<file path="config.mk">
export PLATFORM = sky130hd
export DESIGN_NAME = csf_core
export DESIGN_NICKNAME = d
export VERILOG_FILES = /design/src/core/csf_pkg.sv /design/src/core/csf_core.sv /design/src/core/csf_dispatch_table.sv
export VERILOG_INCLUDE_DIRS = /design/src /design/src/core
export SDC_FILE = /design/constraint.sdc
export NUM_CORES = 2
export LEC_CHECK = 0
export BUFFER_PORTS_ARGS = -buffer_cell sky130_fd_sc_hd__buf_2
export CAP_MARGIN = 20
export CORE_MARGIN = 10
export CORE_UTILIZATION = 55
export CTS_BUF_LIST = sky130_fd_sc_hd__clkbuf_8 sky130_fd_sc_hd__clkbuf_16
export DETAILED_ROUTE_END_ITERATION = 10
export PLACE_DENSITY = 0.73
export SLEW_MARGIN = 30
export SYNTH_ARGS = -nofsm -noshare
export SYNTH_HDL_FRONTEND = slang
export SYNTH_SLANG_ARGS = --single-unit
</file>
<file path="constraint.sdc">
create_clock -name mclk_i -period 13 [get_ports mclk_i]
set_input_delay 0 -clock mclk_i [delete_from_list [all_inputs] [get_ports mclk_i]]
set_output_delay 0 -clock mclk_i [all_outputs]
set_load 0.05 [all_outputs]
</file>
<file path="src/core/csf_defines.svh">
`ifndef CSF_DEFINES_SVH
`define CSF_DEFINES_SVH
`define CSF_RESET_PC 15'h0000
`define CSF_IRQ_SAVE_LOC 15'h0000
`define CSF_CTL_BASE 15'h0020
`define CSF_DISPATCH_ENTRIES 48
`define CSF_UPPER_BASE 2'h2
`define CSF_BLOCK_WORDS 5'h05
`define CSF_RESTORE_WORDS 5'h09
`define CSF_FLOAT_WORDS 5'h12
`endif

</file>
<file path="src/core/csf_pkg.sv">
package csf_pkg;
  typedef enum logic [4:0] {
    OP_NEXT = 5'h00, OP_JUMP = 5'h01, OP_JUMP_TO_SUBROUTINE = 5'h02,
    OP_SKIP_GREATER_EQUAL = 5'h03, OP_SKIP_GREATER = 5'h04,
    OP_COMPARE_TO_LIMITS = 5'h05, OP_TABLE_DISPATCH = 5'h06,
    OP_DECREMENT_SKIP_ZERO = 5'h07, OP_INCREMENT_SKIP_ZERO = 5'h08,
    OP_BIT_TEST_AND_SET_SKIP = 5'h09, OP_INTERRUPT = 5'h0a,
    OP_EXTENDED_CALL = 5'h0b, OP_EXTENDED_CALL_UPPER = 5'h0c,
    OP_SUBROUTINE_SAVE = 5'h0d, OP_SUBROUTINE_RETURN = 5'h0e,
    OP_FLOAT_STATE_PUSH = 5'h0f, OP_FLOAT_STATE_POP = 5'h10,
    OP_MULTI_ACC_PUSH = 5'h11, OP_MULTI_ACC_POP = 5'h12,
    OP_BLOCK_POP = 5'h13, OP_PUSH_RETURN_ADDRESS = 5'h14,
    OP_POP_AND_JUMP = 5'h15, OP_INTERRUPT_RESTORE = 5'h16,
    OP_STACK_FAULT = 5'h17
  } csf_op_t;
  typedef enum logic [2:0] {
    S_FETCH = 3'h0, S_IDLE = 3'h1, S_RDX = 3'h2, S_WRX = 3'h3,
    S_LDCTL = 3'h4, S_XFER = 3'h5, S_STCTL = 3'h6, S_TBL = 3'h7
  } csf_state_t;
  typedef enum logic [2:0] {
    D_NONE = 3'h0, D_ACC = 3'h1, D_PCC = 3'h2, D_PC = 3'h3,
    D_FP = 3'h4, D_SP = 3'h5, D_SL = 3'h6, D_FLT = 3'h7
  } csf_dst_t;
endpackage : csf_pkg
</file>
<file path="src/core/csf_core.sv">
`timescale 1ns/1ps
`include "csf_defines.svh"
module csf_core import csf_pkg::*; #(
  parameter int TABLE_DEPTH = `CSF_DISPATCH_ENTRIES
) (
  input logic mclk_i,
  input logic sys_rst_i,
  input logic op_valid_i,
  input csf_op_t op_i,
  input logic [14:0] ea_i,
  input logic [15:0] acc0_i,
  input logic [15:0] acc1_i,
  input logic [15:0] acc2_i,
  input logic [15:0] acc3_i,
  input logic carry_i,
  input logic [1:0] src_i,
  input logic [1:0] dst_i,
  input logic [5:0] sel_i,
  input logic [3:0] bit_i,
  input logic [15:0] lo_i,
  input logic [15:0] hi_i,
  input logic [14:0] irq_vec_i,
  input logic [15:0] float_word_i,
  input logic tbl_we_i,
  input logic [5:0] tbl_idx_i,
  input logic [14:0] tbl_wdata_i,
  input logic [15:0] mem_rdata_i,
  input logic mem_ack_i,
  output logic [14:0] pc_o,
  output logic [15:0] instr_o,
  output logic instr_valid_o,
  output logic busy_o,
  output logic mem_req_o,
  output logic mem_we_o,
  output logic [14:0] mem_addr_o,
  output logic [15:0] mem_wdata_o,
  output logic acc_we_o,
  output logic float_we_o,
  output logic carry_we_o,
  output logic carry_o,
  output logic [4:0] wb_idx_o,
  output logic [15:0] wb_data_o,
  output logic [4:0] float_idx_o,
  output logic stack_fault_o
);
  csf_state_t state_reg;
  csf_op_t op_reg;
  logic [14:0] pc_reg, pc_ret_reg, xaddr_reg, maddr_reg;
  logic [15:0] sp_reg, fp_reg, sl_reg, sf_reg, spx_reg, xword_reg;
  logic [15:0] instr_reg, wb_data_reg, mwdata_reg;
  logic [4:0] idx_reg, cnt_reg, wb_idx_reg;
  logic [1:0] ctl_idx_reg, src_reg, dst_reg;
  logic [5:0] sel_reg;
  logic [3:0] bit_reg;
  logic mreq_reg, mwe_reg, skip_reg, carry_reg, acc_we_reg;
  logic float_we_reg, carry_we_reg, valid_reg, busy_reg, fault_reg;
  logic [15:0] acc [4];
  logic [14:0] tbl_data;

  assign acc[0] = acc0_i;
  assign acc[1] = acc1_i;
  assign acc[2] = acc2_i;
  assign acc[3] = acc3_i;

  function automatic logic [14:0] pc_add(input logic [14:0] pc,
                                         input logic [14:0] k);
    return pc + k;
  endfunction : pc_add

  function automatic logic is_push(input csf_op_t op);
    return op inside {OP_EXTENDED_CALL, OP_EXTENDED_CALL_UPPER,
                      OP_SUBROUTINE_SAVE, OP_FLOAT_STATE_PUSH,
                      OP_MULTI_ACC_PUSH, OP_PUSH_RETURN_ADDRESS,
                      OP_STACK_FAULT};
  endfunction : is_push

  function automatic logic [4:0] word_cnt(input csf_op_t op,
                                          input logic [1:0] span);
    case (op)
      OP_FLOAT_STATE_PUSH, OP_FLOAT_STATE_POP: return `CSF_FLOAT_WORDS;
      OP_MULTI_ACC_PUSH, OP_MULTI_ACC_POP: return {3'h0, span} + 5'h01;
      OP_PUSH_RETURN_ADDRESS, OP_POP_AND_JUMP: return 5'h01;
      OP_INTERRUPT_RESTORE: return `CSF_RESTORE_WORDS;
      default: return `CSF_BLOCK_WORDS;
    endcase
  endfunction : word_cnt

  // Return block order is AC0..AC3 then the carry/PC word on top; a save puts FP in the AC3 slot and carry/AC3 on top.
  function automatic logic [15:0] push_word(input csf_op_t op,
                                            input logic [4:0] idx);
    case (op)
      OP_SUBROUTINE_SAVE: begin
        case (idx)
          5'h00: return acc[0];
          5'h01: return acc[1];
          5'h02: return acc[2];
          5'h03: return fp_reg;
          default: return {carry_i, acc[3][14:0]};
        endcase
      end
      OP_MULTI_ACC_PUSH: return acc[src_reg + idx[1:0]];
      OP_PUSH_RETURN_ADDRESS: return {1'b0, pc_add(pc_reg, 15'h0002)};
      OP_FLOAT_STATE_PUSH: return float_word_i;
      default: return (idx < 5'h04) ? acc[idx[1:0]] : {carry_i, pc_ret_reg};
    endcase
  endfunction : push_word

  function automatic logic [4:0] pop_dst(input csf_op_t op,
                                         input logic [4:0] idx);
    case (op)
      OP_SUBROUTINE_RETURN: begin
        if (idx == 5'h00) return {D_PCC, 2'h0};
        if (idx == 5'h01) return {D_FP, 2'h0};
        return {D_ACC, 2'(5'h04 - idx)};
      end
      OP_BLOCK_POP: begin
        if (idx == 5'h00) return {D_PCC, 2'h0};
        return {D_ACC, 2'(5'h04 - idx)};
      end
      OP_INTERRUPT_RESTORE: begin
        case (idx)
          5'h00: return {D_NONE, 2'h3};
          5'h01: return {D_SL, 2'h0};
          5'h02: return {D_FP, 2'h0};
          5'h03: return {D_SP, 2'h0};
          5'h04: return {D_PCC, 2'h0};
          default: return {D_ACC, 2'(5'h08 - idx)};
        endcase
      end
      OP_POP_AND_JUMP: return {D_PC, 2'h0};
      OP_MULTI_ACC_POP: return {D_ACC, dst_reg - idx[1:0]};
      OP_FLOAT_STATE_POP: return {D_FLT, 2'h0};
      default: return {D_NONE, 2'h0};
    endcase
  endfunction : pop_dst

  wire logic push_op = is_push(op_reg);
  wire logic [15:0] sp_inc = sp_reg + 16'h0001;
  wire logic [15:0] sp_dec = sp_reg - 16'h0001;
  wire logic last_word = idx_reg == (cnt_reg - 5'h01);
  wire logic ovf_now = sp_inc > sl_reg;
  wire logic need_mem = state_reg inside {S_FETCH, S_RDX, S_WRX, S_LDCTL,
                                          S_XFER, S_STCTL};
  wire logic launch = need_mem && !mreq_reg;
  wire logic done_cyc = mreq_reg && mem_ack_i;
  wire logic ctl_last = ctl_idx_reg == 2'h3;
  wire logic [14:0] ctl_addr = `CSF_CTL_BASE + {13'h0000, ctl_idx_reg};
  wire logic [15:0] ctl_word = (ctl_idx_reg == 2'h0) ? sp_reg :
                               (ctl_idx_reg == 2'h1) ? fp_reg :
                               (ctl_idx_reg == 2'h2) ? sl_reg : sf_reg;
  logic [15:0] push_data;
  logic [4:0] pdst;
  // A process also wakes on the state that the two functions read besides
  // their arguments, so a push never writes a word that has gone stale.
  always_comb begin
    push_data = push_word(op_reg, idx_reg);
    pdst = pop_dst(op_reg, idx_reg);
  end
  wire csf_dst_t pdst_kind = csf_dst_t'(pdst[4:2]);
  wire logic [14:0] xfer_addr = push_op ? sp_inc[14:0] : sp_reg[14:0];
  wire logic [14:0] cyc_addr = (state_reg == S_FETCH) ? pc_reg :
                               (state_reg == S_XFER) ? xfer_addr :
                               (state_reg inside {S_LDCTL, S_STCTL}) ?
                               ctl_addr : xaddr_reg;
  wire logic cyc_we = (state_reg inside {S_WRX, S_STCTL}) ||
                      (state_reg == S_XFER && push_op);
  wire logic [15:0] cyc_wdata = (state_reg == S_XFER) ? push_data :
                                (state_reg == S_STCTL) ? ctl_word :
                                xword_reg;
  wire logic [15:0] rd_dec = mem_rdata_i - 16'h0001;
  wire logic [15:0] rd_inc = mem_rdata_i + 16'h0001;
  // Bit 0 is the most significant bit of a word.
  wire logic [15:0] bit_mask = 16'h8000 >> bit_i;
  wire logic [15:0] bit_mask_q = 16'h8000 >> bit_reg;
  wire logic signed [15:0] val_s = $signed(acc[src_i]);
  wire logic cmp_ge = val_s >= $signed(acc[dst_i]);
  wire logic cmp_gt = val_s > $signed(acc[dst_i]);
  wire logic in_range = val_s >= $signed(lo_i) && val_s <= $signed(hi_i);
  wire logic ext_op = op_reg inside {OP_EXTENDED_CALL, OP_EXTENDED_CALL_UPPER};
  wire logic tbl_rd = state_reg == S_STCTL && done_cyc && ctl_last && ext_op;
  wire logic [5:0] tbl_ridx = (op_reg == OP_EXTENDED_CALL_UPPER) ?
                              {`CSF_UPPER_BASE, sel_reg[3:0]} : sel_reg;
  wire logic [14:0] pc_one = pc_add(pc_reg, 15'h0001);
  wire logic [14:0] pc_two = pc_add(pc_reg, 15'h0002);

  csf_dispatch_table #(.DEPTH(TABLE_DEPTH), .AW(6), .DW(15)) u_table (
    .clk_i(mclk_i),
    .rst_i(sys_rst_i),
    .we_i(tbl_we_i),
    .waddr_i(tbl_idx_i),
    .wdata_i(tbl_wdata_i),
    .rd_i(tbl_rd),
    .raddr_i(tbl_ridx),
    .rdata_o(tbl_data)
  );

  always_ff @(posedge mclk_i or posedge sys_rst_i) begin
    if (sys_rst_i) begin
      state_reg <= S_FETCH;
      op_reg <= OP_NEXT;
      pc_reg <= `CSF_RESET_PC;
      {pc_ret_reg, xaddr_reg, maddr_reg} <= '0;
      {sp_reg, fp_reg, sl_reg, sf_reg, spx_reg, xword_reg} <= '0;
      {instr_reg, wb_data_reg, mwdata_reg} <= '0;
      {idx_reg, cnt_reg, wb_idx_reg} <= '0;
      {ctl_idx_reg, src_reg, dst_reg, sel_reg, bit_reg} <= '0;
      {mreq_reg, mwe_reg, skip_reg, carry_reg, acc_we_reg} <= '0;
      {float_we_reg, carry_we_reg, valid_reg, fault_reg} <= '0;
      busy_reg <= 1'b1;
    end else begin
      acc_we_reg <= 1'b0;
      float_we_reg <= 1'b0;
      carry_we_reg <= 1'b0;
      valid_reg <= 1'b0;
      fault_reg <= 1'b0;
      if (launch) begin
        mreq_reg <= 1'b1;
        mwe_reg <= cyc_we;
        maddr_reg <= cyc_addr;
        mwdata_reg <= cyc_wdata;
      end else if (done_cyc) begin
        mreq_reg <= 1'b0;
        mwe_reg <= 1'b0;
      end
      unique case (state_reg)
        S_FETCH: if (done_cyc) begin
          instr_reg <= mem_rdata_i;
          valid_reg <= 1'b1;
          busy_reg <= 1'b0;
          state_reg <= S_IDLE;
        end
        S_IDLE: if (op_valid_i) begin
          busy_reg <= 1'b1;
          op_reg <= op_i;
          {src_reg, dst_reg, sel_reg, bit_reg} <= {src_i, dst_i, sel_i, bit_i};
          pc_ret_reg <= pc_one;
          xaddr_reg <= ea_i;
          idx_reg <= 5'h00;
          ctl_idx_reg <= 2'h0;
          cnt_reg <= word_cnt(op_i, dst_i - src_i);
          state_reg <= S_FETCH;
          case (op_i)
            OP_NEXT: pc_reg <= pc_one;
            OP_JUMP: pc_reg <= ea_i;
            OP_JUMP_TO_SUBROUTINE: begin
              acc_we_reg <= 1'b1;
              wb_idx_reg <= 5'h03;
              wb_data_reg <= {1'b0, pc_one};
              pc_reg <= ea_i;
            end
            // Skips add two regardless of the length of what follows.
            OP_SKIP_GREATER_EQUAL: pc_reg <= cmp_ge ? pc_two : pc_one;
            OP_SKIP_GREATER: pc_reg <= cmp_gt ? pc_two : pc_one;
            OP_COMPARE_TO_LIMITS: pc_reg <= in_range ? pc_two : pc_one;
            OP_TABLE_DISPATCH: begin
              if (!in_range) begin
                pc_reg <= pc_two;
              end else begin
                xaddr_reg <= pc_add(ea_i, acc[src_i][14:0]);
                state_reg <= S_RDX;
              end
            end
            OP_DECREMENT_SKIP_ZERO, OP_INCREMENT_SKIP_ZERO,
            OP_BIT_TEST_AND_SET_SKIP: state_reg <= S_RDX;
            OP_INTERRUPT: begin
              xaddr_reg <= `CSF_IRQ_SAVE_LOC;
              xword_reg <= {1'b0, pc_reg};
              state_reg <= S_WRX;
            end
            default: state_reg <= S_LDCTL;
          endcase
        end
        S_RDX: if (done_cyc) begin
          state_reg <= S_WRX;
          case (op_reg)
            OP_DECREMENT_SKIP_ZERO: begin
              xword_reg <= rd_dec;
              skip_reg <= rd_dec == 16'h0000;
            end
            OP_INCREMENT_SKIP_ZERO: begin
              xword_reg <= rd_inc;
              skip_reg <= rd_inc == 16'h0000;
            end
            OP_BIT_TEST_AND_SET_SKIP: begin
              xword_reg <= mem_rdata_i | bit_mask_q;
              skip_reg <= (mem_rdata_i & bit_mask_q) == 16'h0000;
            end
            default: begin
              pc_reg <= mem_rdata_i[14:0];
              state_reg <= S_FETCH;
            end
          endcase
        end
        S_WRX: if (done_cyc) begin
          state_reg <= S_FETCH;
          if (op_reg == OP_INTERRUPT) begin
            pc_reg <= irq_vec_i;
          end else begin
            pc_reg <= skip_reg ? pc_two : pc_one;
          end
        end
        S_LDCTL: if (done_cyc) begin
          case (ctl_idx_reg)
            2'h0: sp_reg <= mem_rdata_i;
            2'h1: fp_reg <= mem_rdata_i;
            2'h2: sl_reg <= mem_rdata_i;
            default: sf_reg <= mem_rdata_i;
          endcase
          ctl_idx_reg <= ctl_idx_reg + 2'h1;
          if (ctl_last) begin
            state_reg <= S_XFER;
          end
        end
        S_XFER: if (done_cyc) begin
          idx_reg <= idx_reg + 5'h01;
          if (push_op) begin
            sp_reg <= sp_inc;
          end else begin
            sp_reg <= sp_dec;
            wb_data_reg <= mem_rdata_i;
            wb_idx_reg <= {3'h0, pdst[1:0]};
            case (pdst_kind)
              D_ACC: acc_we_reg <= 1'b1;
              D_PCC: begin
                carry_we_reg <= 1'b1;
                carry_reg <= mem_rdata_i[15];
                pc_reg <= mem_rdata_i[14:0];
              end
              D_PC: pc_reg <= mem_rdata_i[14:0];
              D_FP: fp_reg <= mem_rdata_i;
              D_SP: spx_reg <= mem_rdata_i;
              D_SL: sl_reg <= mem_rdata_i;
              D_FLT: begin
                float_we_reg <= 1'b1;
                wb_idx_reg <= `CSF_FLOAT_WORDS - 5'h01 - idx_reg;
              end
              default: if (pdst[1:0] == 2'h3) sf_reg <= mem_rdata_i;
            endcase
          end
          if (last_word) begin
            state_reg <= S_STCTL;
            ctl_idx_reg <= 2'h0;
            if (op_reg == OP_INTERRUPT_RESTORE) begin
              sp_reg <= spx_reg;
            end
            if (op_reg == OP_SUBROUTINE_SAVE) begin
              fp_reg <= sp_inc;
            end
            // Bit 15 tweaks keep the fault block from faulting again.
            if (push_op && op_reg != OP_STACK_FAULT && ovf_now) begin
              sp_reg <= {1'b0, sp_inc[14:0]};
              sl_reg <= {1'b1, sl_reg[14:0]};
              op_reg <= OP_STACK_FAULT;
              idx_reg <= 5'h00;
              cnt_reg <= `CSF_BLOCK_WORDS;
              fault_reg <= 1'b1;
              state_reg <= S_XFER;
            end
          end
        end
        S_STCTL: if (done_cyc) begin
          ctl_idx_reg <= ctl_idx_reg + 2'h1;
          if (ctl_last) begin
            state_reg <= S_FETCH;
            if (op_reg == OP_STACK_FAULT) begin
              pc_reg <= sf_reg[14:0];
            end else if (ext_op) begin
              acc_we_reg <= 1'b1;
              wb_idx_reg <= 5'h02;
              wb_data_reg <= {14'h0000, src_reg};
              state_reg <= S_TBL;
            end else if (!(op_reg inside {OP_SUBROUTINE_RETURN, OP_BLOCK_POP,
                         OP_INTERRUPT_RESTORE, OP_POP_AND_JUMP})) begin
              pc_reg <= pc_ret_reg;
            end
          end
        end
        S_TBL: begin
          acc_we_reg <= 1'b1;
          wb_idx_reg <= 5'h03;
          wb_data_reg <= {14'h0000, dst_reg};
          pc_reg <= tbl_data;
          state_reg <= S_FETCH;
        end
      endcase
    end
  end

  assign pc_o = pc_reg;
  assign instr_o = instr_reg;
  assign instr_valid_o = valid_reg;
  assign busy_o = busy_reg;
  assign mem_req_o = mreq_reg;
  assign mem_we_o = mwe_reg;
  assign mem_addr_o = maddr_reg;
  assign mem_wdata_o = mwdata_reg;
  assign acc_we_o = acc_we_reg;
  assign float_we_o = float_we_reg;
  assign carry_we_o = carry_we_reg;
  assign carry_o = carry_reg;
  assign wb_idx_o = wb_idx_reg;
  assign wb_data_o = wb_data_reg;
  assign float_idx_o = idx_reg;
  assign stack_fault_o = fault_reg;
endmodule : csf_core

</file>
<file path="src/core/csf_dispatch_table.sv">
`timescale 1ns/1ps
module csf_dispatch_table #(
  parameter int DEPTH = 48,
  parameter int AW = 6,
  parameter int DW = 15
) (
  input logic clk_i,
  input logic rst_i,
  input logic we_i,
  input logic [AW-1:0] waddr_i,
  input logic [DW-1:0] wdata_i,
  input logic rd_i,
  input logic [AW-1:0] raddr_i,
  output logic [DW-1:0] rdata_o
);
  logic [DW-1:0] mem [DEPTH];
  logic [DW-1:0] rdata_reg;
  // Entries beyond the table depth read as zero rather than aliasing.
  wire logic rd_ok = int'(raddr_i) < DEPTH;
  always_ff @(posedge clk_i) begin
    if (we_i && int'(waddr_i) < DEPTH) begin
      mem[waddr_i] <= wdata_i;
    end
  end
  always_ff @(posedge clk_i or posedge rst_i) begin
    if (rst_i) begin
      rdata_reg <= '0;
    end else if (rd_i) begin
      rdata_reg <= rd_ok ? mem[raddr_i] : '0;
    end
  end
  assign rdata_o = rdata_reg;
endmodule : csf_dispatch_table

</file>
==> results by group <==
Clock tree
  • H-tree levels: 3
  • Clock-pin transition on the worst setup and hold timing paths: 0.07 ns
  • CTS Buf Count: 99
  • CTS tree: done
  • CTS Buffer Depth: 3
  • Clock Latency Late Sink: 0.72 ns
  • Setup Fix Bufs, Post-CTS: 0
  • Root Driver: clkbuf_16
  • CTS Sinks: 988

Worst setup path
  • Startpoint types: register
  • Critical path fanouts, max: 13
  • Worst path bufs/invs: 0
  • CP endpoint kind: register
  • Type of the worst setup path: register to register
  • CP max stage cell: dfrtp_1
  • Crit path largest cell delay: 0.53 ns
  • WP data required: 13.60 ns
  • Crit path DAT: 5.76 ns
  • Crit-path cells: ha_1 -> nand3_1 -> nor3_1 -> nand3_1 -> nor2_1 -> xor2_1 -> ha_1 -> nand4_1 -> or2_2 -> nor4_1 -> a21oi_1 -> o21ai_2 -> nand2_1 -> o221a_2 -> a211oi_1
  • Top Family by Delay on Critical Path: simple AND/OR/NAND/NOR gates

Route
  • Initial drt markers: 6201
  • DR pass1 iterations: 8
  • Post-route DRC: 0
  • Via count: 37568
  • DR vias/cell: 6.93
  • Post-DRT Antenna Nets: 0
  • WL per Instance: 33.0 µm
  • Final WL: 179000 µm

Power
  • Clk pwr share: 23.0%
  • P_leak: 20.9 nW
  • Sequential Power Share: 34.3%
  • Combinational Power Share: 42.7%
  • Psw: 5.40 mW
  • Final Power: 12.7 mW
  • Max rail drop VDD: 0.171 mV
  • PwrDens: 223 nW/µm²
  • Sw Ratio: 42.5%
  • Pint: 7.32 mW

Layout
  • Top reg by flops: u_table.mem
  • Finished Layout Cells: 5424
  • NumNets Final: 4474
  • Fraction of layout cells with a size suffix above 1: 22.3%
  • Reg area: 28300 µm²
  • Synth-to-layout area growth: 13.8%
  • # fillers: 6698
  • Max reg flops: 720
  • Multi-input gate area: 20400 µm²

Global route
  • Grt total ovfl: 0
  • First-pass GRT wire length: 259000 µm
  • Number of global-route vias before repair: 36406
  • Global Route Usage Sum: 34.2%
  • Largest net degree at the start of global routing: 171
  • Antenna violations before repair: 13

STA
  • Hold WS: -0.0167 ns
  • Slew margin rel.: 28.5%
  • Clk_skew: 0.0608 ns
  • Setup tns final: 0 ns
  • Tcrit/Tclk final: 39.7%
  • Final hold vios: 3
  • RSZ-0062 raised after global routing: false
  • Final setup viols: 0
  • Max Fclk: 194 MHz
  • Pins over their slew limit: 0
  • Worst-Margin Slew: 1.06 ns
  • Clock period minus final worst setup slack: 5.16 ns

Yosys
  • Net count after synthesis: 4192
  • Area leader, netlist: edfxtp_1
  • Ys async rst share: 27.1%
  • Post-synthesis cell count: 3882
  • Syn Area/Cell: 12.9 µm²
  • Synth top area share: 43.0%
  • Sequential element share of the synthesized area: 56.4%
  • Number of enable flip-flop cells after synthesis: 720
  • Top-count cell post-synth: edfxtp_1
  • Post-synth top flop: edfxtp_1
  • Netlist cell types: 103
  • Biggest area contributors in the synthesized netlist: edfxtp_1 43%, dfrtp_1 13%, mux4_2 13%
  • Post-Syn Area: 50200 µm²
  • Commonest cells in the synthesized netlist: 720 x edfxtp_1, 409 x nand2_1, 289 x mux4_2
  • Yosys reg bits: 988
  • Synth warn: 0

Die
  • Starting Density: 55.6%
  • Total die area: 104000 µm²
  • Core region area: 90300 µm²
  • # IOs: 301
  • Site Rows: 110
  • Die Ht: 322 µm
  • Die X: 322 µm

Placed design
  • Post-Place Cells: 5156
  • Detailed Place HPWL: 122000 µm
  • Placer Congestion: 1.03
  • Port buffer count: 300

Hold path
  • HP Class: input port to asynchronous set/reset pin

Status
  • Status: finished, violations left
  • Failing checks: negative hold slack

Run
  • Number of max-cap violations: 0
[what timing repair did]
item	in CTS	in global routing
endpoints found under the hold margin	632	96
hold buffers	76	2
gates resized for setup	0	0
[layout make-up]
cell class	count	area share (%)
Sequential cell	988	49.6
Multi-Input combinational cell	2479	35.7
Timing Repair Buffer	469	5.41
Clock buffer	108	4.59
Tap cell	1176	2.57
Clock inverter	75	1.30
Inverter	127	0.852
Antenna cell	2	0.00876
[power groups by stage]
stage                     clock [mW]  sequential, mW  combinational [mW]
after floorplan                    0            4.33                3.31
after CTS                       2.94            4.34                5.24
final                           2.92            4.36                5.43
after detailed placement           0            4.40                5.18
after global placement             0            4.40                5.12
after global routing            3.06            4.36                5.72
[worst paths after layout]
kind | startpoint | end | slack (ns) | cells past startpoint
setup / recovery | sp_reg[0] | sp_reg[3] | 7.84 | 15
hold / removal | sys_rst_i | float_idx_o[3] | -0.02 | 3
setup reg to reg | sp_reg[0] | sp_reg[3] | 7.84 | 15
hold reg to reg | busy_o | busy_o | 0.46 | 2
max in group asynchronous | sys_rst_i | skip_reg | 11.61 | 5
min in group mclk_i | irq_vec_i[6] | pc_o[6] | 0.03 | 4
[logic make-up after synthesis]
| group | after synthesis | synth area share (%) |
|---|---|---|
| compound gates | 870 | 11.4 |
| xor+xnor | 118 | 2.06 |
| fa+ha+maj | 106 | 2.66 |
| buf+inv | 415 | 3.30 |
| flops | 988 | 56.4 |
| mux | 398 | 15.2 |
| simple gates | 987 | 8.95 |
[through the flow]
step	util, %	cell area [µm²]	setup WS, ns
floorplan	-	50200	5.62
global placement	58.5	52800	8.33
detailed placement	58.5	52900	8.07
CTS	63.1	57000	8.05
global route	63.3	57100	7.52
finish	63.3	57100	7.84
[metal layers]
layer	wire length [µm]	track usage, %	up-vias
met5	149	0	-
met3	22100	9.79	613
met1	64700	44.0	18606
li1	-	-	15569
met4	12300	19.2	24
met2	79900	51.8	2756
[worst register-to-register path, delay by kind of cell, from the launching register on]
family / cells / cell delay, ns
adder cells (fa/ha/maj): 2 / 0.54
flip-flops: 1 / 0.53
AND/OR/NAND/NOR: 8 / 2.56
XOR/XNOR: 1 / 0.37
AO/OA/AOI/OAI: 4 / 1.10
[cells in the final DEF (no fill, tap or decap), types with 18 or more instances in the layout]
cell | Yosys | layout
o221ai_1 | 27 | 26
dfrtp_1 | 267 | 264
dlygate4sd3_1 | 0 | 78
edfxtp_1 | 720 | 720
a22oi_1 | 40 | 40
a21oi_1 | 177 | 175
inv_1 | 124 | 144
o211ai_1 | 22 | 22
ha_1 | 105 | 105
a31oi_1 | 44 | 44
mux2_2 | 31 | 31
nor2b_1 | 24 | 24
clkbuf_16 | 0 | 101
a211oi_1 | 27 | 27
mux2i_1 | 61 | 61
nand3_1 | 73 | 73
nor2_2 | 1 | 18
and2_1 | 25 | 24
xor2_1 | 45 | 45
o21ai_0 | 263 | 261
nand2_1 | 409 | 407
nor3_1 | 57 | 52
mux4_2 | 289 | 289
o22ai_1 | 20 | 20
a221oi_1 | 50 | 50
nand4_1 | 28 | 28
nor2_1 | 258 | 241
xnor2_1 | 73 | 72
buf_4 | 5 | 83
buf_2 | 34 | 298
Power figures use the tool's default switching activity.
